`src/logic/ssi_pkg.sv`:
```
// Package with register map, field positions, reset values and carrier types of the serial port.
package ssi_pkg;

   // Register indices; the byte address of each register is four times its index.
   localparam logic [5:0] IDX_CTRL1 = 6'h13;
   localparam logic [5:0] IDX_CTRL2 = 6'h14;
   localparam logic [5:0] IDX_CTRL3 = 6'h15;
   localparam logic [5:0] IDX_STATUS = 6'h16;
   localparam logic [5:0] IDX_DATA = 6'h18;

   // Character format register.
   localparam int CTRL1_CHAR9 = 4;

   // Interrupt enable and transfer enable register.
   localparam int CTRL2_TXE_IE = 7;
   localparam int CTRL2_TC_IE = 6;
   localparam int CTRL2_RXF_IE = 5;
   localparam int CTRL2_IDLE_IE = 4;
   localparam int CTRL2_TX_EN = 3;
   localparam int CTRL2_RX_EN = 2;

   // Ninth bit and error interrupt enable register.
   localparam int CTRL3_R8 = 7;
   localparam int CTRL3_T8 = 6;
   localparam int CTRL3_OVR_IE = 3;
   localparam int CTRL3_NF_IE = 2;
   localparam int CTRL3_FE_IE = 1;
   localparam int CTRL3_PE_IE = 0;

   // Status flag register.
   localparam int ST_TXE = 7;
   localparam int ST_TC = 6;
   localparam int ST_RXF = 5;
   localparam int ST_IDLE = 4;
   localparam int ST_OVR = 3;
   localparam int ST_NF = 2;
   localparam int ST_FE = 1;
   localparam int ST_PE = 0;

   // Reset values.
   localparam logic RST_TXE = 1'b1;
   localparam logic RST_TC = 1'b1;
   localparam logic RST_FLAG = 1'b0;
   localparam logic RST_CTRL_BIT = 1'b0;
   localparam logic [7:0] RST_SNAP = 8'h00;

   // Idle line run length in bit times for 8-bit and 9-bit characters.
   localparam logic [3:0] IDLE_ONES_8 = 4'ha;
   localparam logic [3:0] IDLE_ONES_9 = 4'hb;

   localparam logic [1:0] RESP_OKAY = 2'h0;
   localparam logic [1:0] RESP_SLVERR = 2'h2;

   typedef struct packed {
      logic [8:0] data;
      logic noise;
      logic framing;
      logic parity;
   } ssi_rx_char_t;

   typedef struct packed {
      logic tx;
      logic rx;
      logic err;
   } ssi_irq_t;

   typedef enum logic [1:0] {
      BUS_IDLE = 2'h0,
      BUS_ACCEPT = 2'h1,
      BUS_RESP = 2'h3
   } ssi_bus_st_t;

endpackage : ssi_pkg

```
`src/logic/ssi_idle_det.sv`:
```
// Idle line detector that counts consecutive high bit times on the receive input.
`timescale 1ns/1ps
module ssi_idle_det (
   // Clock and control
   input wire logic clk_sys,
   input wire logic rst,
   input wire logic ce,
   input wire logic en,
   input wire logic char9,
   // Receive line samples
   input wire logic bit_tick,
   input wire logic line,
   // Detection
   output logic det
);
   logic [3:0] cnt_q;
   logic [3:0] thr;

   assign thr = char9 ? ssi_pkg::IDLE_ONES_9 : ssi_pkg::IDLE_ONES_8;

   // The count saturates at the threshold so one idle run gives one pulse.
   always_ff @(posedge clk_sys) begin
      if (rst) begin
         cnt_q <= 4'h0;
         det <= 1'b0;
      end else if (ce) begin
         det <= 1'b0;
         if (!en || (bit_tick && !line)) begin
            cnt_q <= 4'h0;
         end else if (bit_tick && cnt_q != thr) begin
            cnt_q <= cnt_q + 4'h1;
            det <= (cnt_q == thr - 4'h1);
         end
      end
   end
endmodule : ssi_idle_det

```
`src/logic/ssi_top.sv`:
```
// Status flags, ninth bit handling and interrupt requests of the serial port.
//
// The implementer's own choice: the AXI4-Lite slave port.
`timescale 1ns/1ps
module ssi_top (
   // Clock, reset and clock enable
   input wire logic clk_sys,
   input wire logic rst,
   input wire logic ce,
   // AXI4-Lite write channels
   input wire logic s_axi_awvalid,
   output logic s_axi_awready,
   input wire logic [31:0] s_axi_awaddr,
   input wire logic s_axi_wvalid,
   output logic s_axi_wready,
   input wire logic [31:0] s_axi_wdata,
   input wire logic [3:0] s_axi_wstrb,
   output logic s_axi_bvalid,
   input wire logic s_axi_bready,
   output logic [1:0] s_axi_bresp,
   // AXI4-Lite read channels
   input wire logic s_axi_arvalid,
   output logic s_axi_arready,
   input wire logic [31:0] s_axi_araddr,
   output logic s_axi_rvalid,
   input wire logic s_axi_rready,
   output logic [31:0] s_axi_rdata,
   output logic [1:0] s_axi_rresp,
   // Receive shift register side
   input wire logic rx_char_done,
   input wire ssi_pkg::ssi_rx_char_t rx_char,
   input wire logic rx_bit_tick,
   input wire logic rx_line,
   // Transmit shift register side
   input wire logic tx_take,
   input wire logic tx_busy,
   input wire logic tx_queue,
   output logic [8:0] tx_word_q,
   output logic tx_empty_q,
   // Configuration to the shift registers
   output logic char9_q,
   output logic tx_en_q,
   output logic rx_en_q,
   // Interrupt requests
   output ssi_pkg::ssi_irq_t irq_q
);
   ssi_pkg::ssi_bus_st_t wr_st_q;
   ssi_pkg::ssi_bus_st_t rd_st_q;
   logic awready_q;
   logic wready_q;
   logic bvalid_q;
   logic [1:0] bresp_q;
   logic arready_q;
   logic rvalid_q;
   logic [31:0] rdata_q;
   logic [1:0] rresp_q;

   logic txe_ie_q;
   logic tc_ie_q;
   logic rxf_ie_q;
   logic idle_ie_q;
   logic t8_q;
   logic [3:0] err_ie_q;
   logic tc_q;
   logic rxf_q;
   logic idle_q;
   logic ovr_q;
   logic nf_q;
   logic fe_q;
   logic pe_q;
   logic idle_arm_q;
   logic [7:0] snap_q;
   logic [7:0] rdr_q;
   logic [7:0] tdr_q;
   logic r8_q;

   logic [7:0] status;
   logic [7:0] ctrl3;
   logic [7:0] rd_mux;
   logic wr_en;
   logic rd_en;
   logic wr_ok;
   logic wr_ctrl1;
   logic wr_ctrl2;
   logic wr_ctrl3;
   logic wr_data;
   logic rd_status;
   logic rd_data;
   logic rx_load;
   logic rx_ovr;
   logic idle_det;

   function automatic logic mapped(input logic [31:0] a);
      logic [5:0] idx;
      idx = a[7:2];
      mapped = (a[31:8] == 24'h0) && (idx == ssi_pkg::IDX_CTRL1 ||
         idx == ssi_pkg::IDX_CTRL2 || idx == ssi_pkg::IDX_CTRL3 ||
         idx == ssi_pkg::IDX_STATUS || idx == ssi_pkg::IDX_DATA);
   endfunction : mapped

   assign s_axi_awready = awready_q;
   assign s_axi_wready = wready_q;
   assign s_axi_bvalid = bvalid_q;
   assign s_axi_bresp = bresp_q;
   assign s_axi_arready = arready_q;
   assign s_axi_rvalid = rvalid_q;
   assign s_axi_rdata = rdata_q;
   assign s_axi_rresp = rresp_q;

   // Register accesses take effect at the handshake edge of the accept state.
   assign wr_en = ce && wr_st_q == ssi_pkg::BUS_ACCEPT;
   assign rd_en = ce && rd_st_q == ssi_pkg::BUS_ACCEPT;
   assign wr_ok = wr_en && mapped(s_axi_awaddr) && s_axi_wstrb[0];
   assign wr_ctrl1 = wr_ok && s_axi_awaddr[7:2] == ssi_pkg::IDX_CTRL1;
   assign wr_ctrl2 = wr_ok && s_axi_awaddr[7:2] == ssi_pkg::IDX_CTRL2;
   assign wr_ctrl3 = wr_ok && s_axi_awaddr[7:2] == ssi_pkg::IDX_CTRL3;
   assign wr_data = wr_ok && s_axi_awaddr[7:2] == ssi_pkg::IDX_DATA;
   assign rd_status = rd_en && mapped(s_axi_araddr) &&
      s_axi_araddr[7:2] == ssi_pkg::IDX_STATUS;
   assign rd_data = rd_en && mapped(s_axi_araddr) && s_axi_araddr[7:2] == ssi_pkg::IDX_DATA;

   // A character arriving while the last one is unread is dropped.
   assign rx_load = rx_char_done && !rxf_q;
   assign rx_ovr = rx_char_done && rxf_q;

   always_comb begin
      status = 8'h00;
      status[ssi_pkg::ST_TXE] = tx_empty_q;
      status[ssi_pkg::ST_TC] = tc_q;
      status[ssi_pkg::ST_RXF] = rxf_q;
      status[ssi_pkg::ST_IDLE] = idle_q;
      status[ssi_pkg::ST_OVR] = ovr_q;
      status[ssi_pkg::ST_NF] = nf_q;
      status[ssi_pkg::ST_FE] = fe_q;
      status[ssi_pkg::ST_PE] = pe_q;
      ctrl3 = 8'h00;
      ctrl3[ssi_pkg::CTRL3_R8] = r8_q;
      ctrl3[ssi_pkg::CTRL3_T8] = t8_q;
      ctrl3[ssi_pkg::CTRL3_OVR_IE:ssi_pkg::CTRL3_PE_IE] = err_ie_q;
   end

   always_comb begin
      rd_mux = 8'h00;
      case (s_axi_araddr[7:2])
         ssi_pkg::IDX_CTRL1: rd_mux[ssi_pkg::CTRL1_CHAR9] = char9_q;
         ssi_pkg::IDX_CTRL2: begin
            rd_mux[ssi_pkg::CTRL2_TXE_IE] = txe_ie_q;
            rd_mux[ssi_pkg::CTRL2_TC_IE] = tc_ie_q;
            rd_mux[ssi_pkg::CTRL2_RXF_IE] = rxf_ie_q;
            rd_mux[ssi_pkg::CTRL2_IDLE_IE] = idle_ie_q;
            rd_mux[ssi_pkg::CTRL2_TX_EN] = tx_en_q;
            rd_mux[ssi_pkg::CTRL2_RX_EN] = rx_en_q;
         end
         ssi_pkg::IDX_CTRL3: rd_mux = ctrl3;
         ssi_pkg::IDX_STATUS: rd_mux = status;
         ssi_pkg::IDX_DATA: rd_mux = rdr_q;
         default: rd_mux = 8'h00;
      endcase
   end

   // Write path waits for address and data together, then answers one cycle later.
   always_ff @(posedge clk_sys) begin
      if (rst) begin
         wr_st_q <= ssi_pkg::BUS_IDLE;
         awready_q <= 1'b0;
         wready_q <= 1'b0;
         bvalid_q <= 1'b0;
         bresp_q <= ssi_pkg::RESP_OKAY;
      end else if (ce) begin
         case (wr_st_q)
            ssi_pkg::BUS_IDLE: if (s_axi_awvalid && s_axi_wvalid) begin
               awready_q <= 1'b1;
               wready_q <= 1'b1;
               wr_st_q <= ssi_pkg::BUS_ACCEPT;
            end
            ssi_pkg::BUS_ACCEPT: begin
               awready_q <= 1'b0;
               wready_q <= 1'b0;
               bvalid_q <= 1'b1;
               bresp_q <= mapped(s_axi_awaddr) ? ssi_pkg::RESP_OKAY : ssi_pkg::RESP_SLVERR;
               wr_st_q <= ssi_pkg::BUS_RESP;
            end
            ssi_pkg::BUS_RESP: if (s_axi_bready) begin
               bvalid_q <= 1'b0;
               wr_st_q <= ssi_pkg::BUS_IDLE;
            end
            default: wr_st_q <= ssi_pkg::BUS_IDLE;
         endcase
      end
   end

   always_ff @(posedge clk_sys) begin
      if (rst) begin
         rd_st_q <= ssi_pkg::BUS_IDLE;
         arready_q <= 1'b0;
         rvalid_q <= 1'b0;
         rdata_q <= 32'h0;
         rresp_q <= ssi_pkg::RESP_OKAY;
      end else if (ce) begin
         case (rd_st_q)
            ssi_pkg::BUS_IDLE: if (s_axi_arvalid) begin
               arready_q <= 1'b1;
               rd_st_q <= ssi_pkg::BUS_ACCEPT;
            end
            ssi_pkg::BUS_ACCEPT: begin
               arready_q <= 1'b0;
               rvalid_q <= 1'b1;
               rdata_q <= {24'h0, mapped(s_axi_araddr) ? rd_mux : 8'h00};
               rresp_q <= mapped(s_axi_araddr) ? ssi_pkg::RESP_OKAY : ssi_pkg::RESP_SLVERR;
               rd_st_q <= ssi_pkg::BUS_RESP;
            end
            ssi_pkg::BUS_RESP: if (s_axi_rready) begin
               rvalid_q <= 1'b0;
               rd_st_q <= ssi_pkg::BUS_IDLE;
            end
            default: rd_st_q <= ssi_pkg::BUS_IDLE;
         endcase
      end
   end

   // Control registers.
   always_ff @(posedge clk_sys) begin
      if (rst) begin
         char9_q <= ssi_pkg::RST_CTRL_BIT;
         txe_ie_q <= ssi_pkg::RST_CTRL_BIT;
         tc_ie_q <= ssi_pkg::RST_CTRL_BIT;
         rxf_ie_q <= ssi_pkg::RST_CTRL_BIT;
         idle_ie_q <= ssi_pkg::RST_CTRL_BIT;
         tx_en_q <= ssi_pkg::RST_CTRL_BIT;
         rx_en_q <= ssi_pkg::RST_CTRL_BIT;
         t8_q <= ssi_pkg::RST_CTRL_BIT;
         err_ie_q <= {4{ssi_pkg::RST_CTRL_BIT}};
      end else if (ce) begin
         if (wr_ctrl1) begin
            char9_q <= s_axi_wdata[ssi_pkg::CTRL1_CHAR9];
         end
         if (wr_ctrl2) begin
            txe_ie_q <= s_axi_wdata[ssi_pkg::CTRL2_TXE_IE];
            tc_ie_q <= s_axi_wdata[ssi_pkg::CTRL2_TC_IE];
            rxf_ie_q <= s_axi_wdata[ssi_pkg::CTRL2_RXF_IE];
            idle_ie_q <= s_axi_wdata[ssi_pkg::CTRL2_IDLE_IE];
            tx_en_q <= s_axi_wdata[ssi_pkg::CTRL2_TX_EN];
            rx_en_q <= s_axi_wdata[ssi_pkg::CTRL2_RX_EN];
         end
         if (wr_ctrl3) begin
            t8_q <= s_axi_wdata[ssi_pkg::CTRL3_T8];
            err_ie_q <= s_axi_wdata[ssi_pkg::CTRL3_OVR_IE:ssi_pkg::CTRL3_PE_IE];
         end
      end
   end

   // Received data and its ninth bit are not reset, so they read unknown until loaded.
   always_ff @(posedge clk_sys) begin
      if (ce && rx_load) begin
         rdr_q <= rx_char.data[7:0];
         r8_q <= char9_q ? rx_char.data[8] : rx_char.data[7];
      end
   end

   always_ff @(posedge clk_sys) begin
      if (ce && wr_data) begin
         tdr_q <= s_axi_wdata[7:0];
      end
   end

   // The word follows the data and ninth bit with one cycle of lag, so the shifter
   // sees a consistent pair when it takes the word.
   always_ff @(posedge clk_sys) begin
      if (rst) begin
         tx_word_q <= 9'h0;
      end else if (ce) begin
         tx_word_q <= {char9_q & t8_q, tdr_q};
      end
   end

   // A status read records which flags it saw; a later data access clears only those.
   always_ff @(posedge clk_sys) begin
      if (rst) begin
         snap_q <= ssi_pkg::RST_SNAP;
      end else if (ce) begin
         if (rd_status) begin
            snap_q <= status;
         end else begin
            if (rd_data) begin
               snap_q[ssi_pkg::ST_IDLE:ssi_pkg::ST_PE] <= 5'h00;
               snap_q[ssi_pkg::ST_RXF] <= 1'b0;
            end
            if (wr_data) begin
               snap_q[ssi_pkg::ST_TXE] <= 1'b0;
            end
         end
      end
   end

   // Transmitter flags; for the empty flag a set in the same cycle as a clear wins, for the complete flag the clear wins.
   always_ff @(posedge clk_sys) begin
      if (rst) begin
         tx_empty_q <= ssi_pkg::RST_TXE;
         tc_q <= ssi_pkg::RST_TC;
      end else if (ce) begin
         if (tx_take && !tx_empty_q) begin
            tx_empty_q <= 1'b1;
         end else if (wr_data && snap_q[ssi_pkg::ST_TXE]) begin
            tx_empty_q <= 1'b0;
         end
         if ((wr_data && snap_q[ssi_pkg::ST_TXE]) || tx_queue || !tx_empty_q) begin
            tc_q <= 1'b0;
         end else if (!tx_busy) begin
            tc_q <= 1'b1;
         end
      end
   end

   // Receiver flags; each clears on a data read only if the last status read saw it set.
   always_ff @(posedge clk_sys) begin
      if (rst) begin
         rxf_q <= ssi_pkg::RST_FLAG;
         ovr_q <= ssi_pkg::RST_FLAG;
         nf_q <= ssi_pkg::RST_FLAG;
         fe_q <= ssi_pkg::RST_FLAG;
         pe_q <= ssi_pkg::RST_FLAG;
      end else if (ce) begin
         if (rx_load) begin
            rxf_q <= 1'b1;
         end else if (rd_data && snap_q[ssi_pkg::ST_RXF]) begin
            rxf_q <= 1'b0;
         end
         if (rx_ovr) begin
            ovr_q <= 1'b1;
         end else if (rd_data && snap_q[ssi_pkg::ST_OVR]) begin
            ovr_q <= 1'b0;
         end
         if (rx_load && rx_char.noise) begin
            nf_q <= 1'b1;
         end else if (rd_data && snap_q[ssi_pkg::ST_NF]) begin
            nf_q <= 1'b0;
         end
         if (rx_load && rx_char.framing) begin
            fe_q <= 1'b1;
         end else if (rd_data && snap_q[ssi_pkg::ST_FE]) begin
            fe_q <= 1'b0;
         end
         if (rx_load && rx_char.parity) begin
            pe_q <= 1'b1;
         end else if (rd_data && snap_q[ssi_pkg::ST_PE]) begin
            pe_q <= 1'b0;
         end
      end
   end

   ssi_idle_det u_idle (
      .clk_sys(clk_sys),
      .rst(rst),
      .ce(ce),
      .en(rx_en_q),
      .char9(char9_q),
      .bit_tick(rx_bit_tick),
      .line(rx_line),
      .det(idle_det)
   );

   // Idle may only be flagged once a character has arrived since enable or clear.
   always_ff @(posedge clk_sys) begin
      if (rst) begin
         idle_arm_q <= ssi_pkg::RST_FLAG;
         idle_q <= ssi_pkg::RST_FLAG;
      end else if (ce) begin
         if (rx_load) begin
            idle_arm_q <= 1'b1;
         end else if ((wr_ctrl2 && !rx_en_q && s_axi_wdata[ssi_pkg::CTRL2_RX_EN]) ||
                      (rd_data && snap_q[ssi_pkg::ST_IDLE])) begin
            idle_arm_q <= 1'b0;
         end
         if (idle_det && idle_arm_q) begin
            idle_q <= 1'b1;
         end else if (rd_data && snap_q[ssi_pkg::ST_IDLE]) begin
            idle_q <= 1'b0;
         end
      end
   end

   // Requests are registered and follow their flags and enables by one cycle.
   always_ff @(posedge clk_sys) begin
      if (rst) begin
         irq_q <= '0;
      end else if (ce) begin
         irq_q.tx <= (tx_empty_q && txe_ie_q) || (tc_q && tc_ie_q);
         irq_q.rx <= (rxf_q && rxf_ie_q) || (idle_q && idle_ie_q);
         irq_q.err <= |({ovr_q, nf_q, fe_q, pe_q} & err_ie_q);
      end
   end
endmodule : ssi_top

```
`config.mk`:
```
export PLATFORM = sky130hd
export DESIGN_NAME = ssi_top
export DESIGN_NICKNAME = d
export VERILOG_FILES = /design/src/logic/ssi_pkg.sv /design/src/logic/ssi_idle_det.sv /design/src/logic/ssi_top.sv
export SDC_FILE = /design/constraint.sdc
export NUM_CORES = 1
export LEC_CHECK = 0
export BUFFER_PORTS_ARGS = -buffer_cell sky130_fd_sc_hd__buf_4
export CAP_MARGIN = 10
export CORE_ASPECT_RATIO = 2
export CORE_MARGIN = 2
export CORE_UTILIZATION = 40
export CTS_CLUSTER_SIZE = 14
export DETAILED_ROUTE_END_ITERATION = 8
export PLACE_DENSITY = 0.73
export SLEW_MARGIN = 0
export SYNTH_ARGS = -nofsm -noshare
export SYNTH_HDL_FRONTEND = slang
export SYNTH_SLANG_ARGS = --single-unit
```
`constraint.sdc`:
```
create_clock -name clk_sys -period 1.9 [get_ports clk_sys]
set_clock_uncertainty 0.05 [all_clocks]
set_input_delay 0.19 -clock clk_sys [delete_from_list [all_inputs] [get_ports clk_sys]]
set_output_delay 0.19 -clock clk_sys [all_outputs]
set_load 0.03 [all_outputs]
```
==> results.cfg, run 1 <==
[global_routing]
grt_use_total_pct = 19.9
grt_start_max_net_pins = 31
antenna_found_initial = 0
grt_first_pass_wirelength_mm = 16.0
grt_pass1_vias = 3371
overflow = 0

[setup_path]
slowest_stage = dfxtp_1
crit_chain = nand3b_4, nand3b_4, or2_1, a2111oi_4, a22o_1
cp-start-kind = flop
critPathCaptureType = flop
max_stage_delay_ns = 0.45
critical_path_class = flop to flop
crit_required_ns = 2.13
cp_max_fo = 5
worst_r2r_startpoint = rd_st_q[0]
startpoint = rd_st_q[0]
cp.arrival_ns = 2.02
cpMostUsedCell = nand3b_4

[power]
ir_worst_vdd_v = 0.000524
p_comb_share_pct = 12.8
power.density_nw_per_um2 = 783
intPower_w = 0.00314
pwr-share-seq_pct = 43.1
p_leak_nw = 2.22
switching_share_pct = 25.3
p_clk_share_pct = 44.0
netSwitchingPower_w = 0.00106

[die]
ios = 183
die-area_sq_um = 10500
core_area_sq_um = 9380
die_h_um = 143
die_x_um = 73.5
num_rows = 50
start_util_pct = 41.2

[timing]
fmax_mhz = 557
hold_viol = 0
rsz0062_at_grt = false
drv_slew = 0
layout_min_cycle_time_ns = 1.79
post-route-period-util_pct = 94.4
setup_tns_ns = 0
setup_ws_ns = 0.106
setup_viol = 0

[cts]
clkSlewWorstSetupHoldPaths_ns = 0.06
clockBufferDepth = 2
htree_num_levels = 3
clkLatencyLatePin_ns = 0.34
clockRootBuffer = clkbuf_16
clkSinkCount = 80
cts_buffers = 9
cts_tree = done

[detailed_routing]
dr.pass1.iters = 6
ant_nets = 0
drtIter0Drc = 251
wire_per_inst_um = 15.6
vias = 3439
drt-vias-per-instance = 5.21
drc_errors = 0
wl_mm = 10.3

[logic_synthesis]
synth.distinct_cells = 62
synthCells = 401
synthXorXnorAreaFrac_pct = 1.36
ys_seq_area_share_pct = 45.9
synth-compound-area-share_pct = 14.0
yosys_register_bits = 80
synth_edf_count = 17
yosysTopAreaCellShare_pct = 32.6
syn-cell-area_sq_um = 3860
synthMuxAreaShare_pct = 6.02
yosys.area.top_type = dfxtp_1
synthArstFlopShare_pct = 0
ys.flop_type = dfxtp_1
synthSimpleGateAreaFrac_pct = 24.5
synthTopCellsByArea = dfxtp_1 (33%), edfxtp_1 (13%), buf_4 (5.4%)
synth_top_family_by_area = simple AND/OR/NAND/NOR gates
synth_fa_ha_area_share_pct = 0.324
ys_warn_count = 0
avgSynthCellArea_sq_um = 9.64

[finish]
nets = 678
drive_gt1_share_pct = 32.7
final_area_sq_um = 5370
fin_cells = 660
nFillCells = 857
area_delta_synth_final_pct = 38.9
diodes = 0

[placed_design]
hpwlAfterDp_mm = 7.92
dp.cells = 630
dpl_worst_slack_ns = 0.0117
post_dp_cell_area_sq_um = 4900
place.gp.congestion = 0.821
port_buffers = 125

[outcome]
outcome = finished, final reports clean

[job]
drv_cap = 0

[worst_hold_path]
min-delay-start = s_axi_wdata[4]
hold_path.class = input pin to flop
-- cells in the final DEF, fill, tap and decap left out, types with 13 or more instances in the layout --
| master | Yosys | routed |
|---|---|---|
| a22oi_1 | 13 | 13 |
| nor2_1 | 46 | 46 |
| a21oi_1 | 28 | 28 |
| dfxtp_1 | 63 | 63 |
| nand2_1 | 39 | 39 |
| dlygate4sd3_1 | 0 | 14 |
| mux2i_1 | 21 | 21 |
| edfxtp_1 | 17 | 17 |
| conb_1 | 1 | 26 |
| buf_4 | 28 | 142 |
-- path summary, 6_finish.rpt --
check / cells after the start / end / slack (ns)
max reg2reg: 5 / s_axi_rdata[7] / 0.11
min: 1 / tdr_q[4] / 0.01
max: 5 / s_axi_rdata[7] / 0.11
min reg2reg: 2 / s_axi_rdata[0] / 0.41
-- routing by layer --
layer,vias up,wire (um),global-route usage [%]
li1,1696,-,-
met1,1598,3680,21.2
met2,128,5970,36.1
met3,17,396,4.09
met4,0,225,9.00
met5,-,0,0
-- registers in the layout, summed over array words and instances (netlist names), 2 cells and up --
signal        flops
wr_st_q           2
rdr_q             8
u_idle.cnt_q      4
s_axi_rdata       8
err_ie_q          4
snap_q            7
irq_q             3
tx_word_q         9
tdr_q             8
rd_st_q           2
-- repair_timing --
item	in CTS	in global routing
gates resized for setup	0	1
hold endpoints to repair	14	0
buffers inserted	0	0
setup endpoints to repair	0	1
hold buffers	14	0
-- cell usage after synthesis (all sizes together), types with 2 or more instances --
cell	n
dfxtp	63
nand4	4
nor3b	4
a22o	7
nor2	47
buf	31
nand2b	9
a2111oi	2
or2	3
a21oi	28
a22oi	13
edfxtp	17
mux2	2
mux2i	21
nand3	10
inv	7
nor4	21
nor3	4
xor2	3
clkbuf	12
o21ai	18
nand3b	5
xnor2	3
nor4b	2
a211oi	2
nand2	39
nor2b	2
-- worst max-delay path: cells and delay by family (launching register included) --
kind               cells  cell delay (ns)
AOI/OAI and AO/OA      2             0.64
DFF                    1             0.45
and+or+nand+nor        3             0.60
-- area by class of cell --
cell class / count / area [sq um] / area share, %
Multi-Input combinational cell: 296 / 1890 / 35.2
Sequential cell: 80 / 1770 / 33.0
Timing Repair Buffer: 157 / 1230 / 22.8
Clock buffer: 10 / 250 / 4.66
Tap cell: 104 / 130 / 2.42
Clock inverter: 6 / 72.6 / 1.35
Inverter: 7 / 26.3 / 0.490
-- metrics by stage --
step           utilization (%)  hold WS [ns]  power, W
4_1_cts                   57.1       0.00709   0.00423
6_report                  57.2        0.0130   0.00420
2_1_floorplan                -         0.239   0.00215
5_1_grt                   57.2        0.0105   0.00435
3_3_place_gp              52.2         0.319   0.00236
3_5_place_dp              52.2         0.319   0.00237
-- power groups by stage --
stage | clock network [W] | registers (W) | logic [W]
after floorplan | 0 | 0.00188 | 0.000265
after global placement | 0 | 0.00185 | 0.000507
after detailed placement | 0 | 0.00185 | 0.000518
after CTS | 0.00187 | 0.00181 | 0.000542
after global routing | 0.00195 | 0.00182 | 0.000584
final | 0.00185 | 0.00181 | 0.000540
-- kinds of logic after synthesis --
kind of cell	Yosys count
XOR/XNOR	6
other	1
multiplexers	23
adder cells (fa/ha/maj)	1
buffers and inverters	50
AND/OR/NAND/NOR	158
flip-flops	80
AO/OA/AOI/OAI	82
(Power assumes the default switching activity.)
==> run 2: changes to the inputs <==
CORE_ASPECT_RATIO = 1.75   (was 2)
PLACE_DENSITY = 0.71   (was 0.73)
clock period = 2.16 ns   (was 1.9 ns; I/O delays follow)
==> results.cfg, run 2 (synthesis results as in run 1) <==
[detailed_routing]
drtIter0Drc = 225
dr.pass1.iters = 4
ant_nets = 0
wl_mm = 10.2
wire_per_inst_um = 15.4
drt-vias-per-instance = 5.16
drc_errors = 0
vias = 3432

[global_routing]
grt_start_max_net_pins = 38
grt_use_total_pct = 19.1
grt_first_pass_wirelength_mm = 15.7
overflow = 0
antenna_found_initial = 0
grt_pass1_vias = 3261

[die]
die-area_sq_um = 10500
num_rows = 47
core_area_sq_um = 9410
start_util_pct = 41.1
ios = 183
die_x_um = 78.3
die_h_um = 134

[finish]
area_delta_synth_final_pct = 36.0
largest_register = tx_word_q
drive_gt1_share_pct = 32.2
final_common_cell = buf_4
nets = 665
diodes = 0
largest_reg_flops = 9
nFillCells = 870
final_cell_mix = buf_4 (136), dfxtp_1 (63), nor2_1 (46)

[cts]
clkSlewWorstSetupHoldPaths_ns = 0.07
clockBufferDepth = 2
clkLatencyLatePin_ns = 0.34
clkSinkCount = 80
htree_num_levels = 3
cts_tree = done
clockRootBuffer = clkbuf_16
post_cts_buffers = 0
cts_buffers = 9

[timing]
post-route-period-util_pct = 86.3
setup_ws_ns = 0.295
drv_slew = 0
fmax_mhz = 536
rsz0062_at_grt = false
layout_min_cycle_time_ns = 1.86
hold_viol = 0
setup_viol = 0
setup_tns_ns = 0

[setup_path]
rrSetupSlack_ns = 0.30
crit_required_ns = 2.39
cp-start-kind = flop
worst_r2r_startpoint = rd_st_q[0]
rr_worst_depth = 5
cp.arrival_ns = 2.10
cp_max_fo = 5
critPathCaptureType = flop
critical_path_class = flop to flop
r2r_end = s_axi_rdata[2]

[worst_hold_path]
whs_path_depth = 1
whs_endpoint = rdr_q[7]
min-delay-start = rx_char[10]
hold_path.class = input pin to flop

[power]
power.density_nw_per_um2 = 690
netSwitchingPower_w = 0.000933
switching_share_pct = 25.8
p_clk_share_pct = 43.4
p_comb_share_pct = 12.6
ir_worst_vdd_v = 0.000514
p_leak_nw = 2.16
intPower_w = 0.00269
pwr-share-seq_pct = 44.0

[job]
drv_cap = 0

[placed_design]
place.gp.congestion = 0.878
dpl_worst_slack_ns = 0.166
hpwlAfterDp_mm = 7.88
port_buffers = 125

[outcome]
outcome = finished, final reports clean
==> run 2: what timing repair did <==
| item | in CTS | in global routing |
|---|---|---|
| hold endpoints to repair | 6 | 1 |
| gates resized for setup | 0 | 0 |
| hold buffers | 6 | 1 |
==> run 2: power groups by stage <==
stage	logic, W	registers (W)	clock network (W)
2_1_floorplan	0.000233	0.00165	0
3_3_place_gp	0.000438	0.00163	0
3_5_place_dp	0.000446	0.00163	0
4_1_cts	0.000456	0.00160	0.00159
5_1_grt	0.000488	0.00160	0.00167
6_report	0.000455	0.00160	0.00157
==> run 2: layer usage <==
layer,wire length (um),vias up,global-route usage [%]
met5,0,-,0
met4,158,0,7.31
met3,471,13,3.84
met2,5870,129,36.4
met1,3710,1609,20.3
li1,-,1681,-
==> run 2: worst max path at each step <==
stage | to | startpoint
2_1_floorplan | tdr_q[0] | s_axi_awaddr[17]
3_3_place_gp | s_axi_rdata[3] | s_axi_araddr[18]
3_5_place_dp | s_axi_rdata[2] | s_axi_araddr[18]
4_1_cts | s_axi_rdata[2] | rd_st_q[0]
5_1_grt | s_axi_rdata[5] | rd_st_q[0]
6_report | s_axi_rdata[2] | rd_st_q[0]
==> run 2: area by class of cell <==
class / count / area (sq um) / share of cell area [%]
Multi-Input combinational cell: 296 / 1880 / 35.9
Clock inverter: 7 / 82.6 / 1.57
Sequential cell: 80 / 1770 / 33.7
Timing Repair Buffer: 144 / 1110 / 21.1
Inverter: 7 / 26.3 / 0.500
Clock buffer: 9 / 225 / 4.29
Tap cell: 122 / 153 / 2.91
==> run 2: critical path, stage by stage (launching register included) <==
cell	delay (ns)
dfxtp_1	0.44
nand3b_4	0.14
nand3b_4	0.18
or2_1	0.33
a2111oi_4	0.47
a22o_1	0.20
==> run 2: per-stage QoR <==
step                area [sq um]  power, W  hold slack, ns  util [%]  cells
finish                      5250   0.00362          0.0117      55.8    665
global placement            4880   0.00206           0.345      51.8    642
detailed placement          4880   0.00207           0.345      51.8    642
global route                5250   0.00376        0.000434      55.8    665
floorplan                   3960   0.00189           0.265         -    426
CTS                         5240   0.00364         0.00781      55.7    664
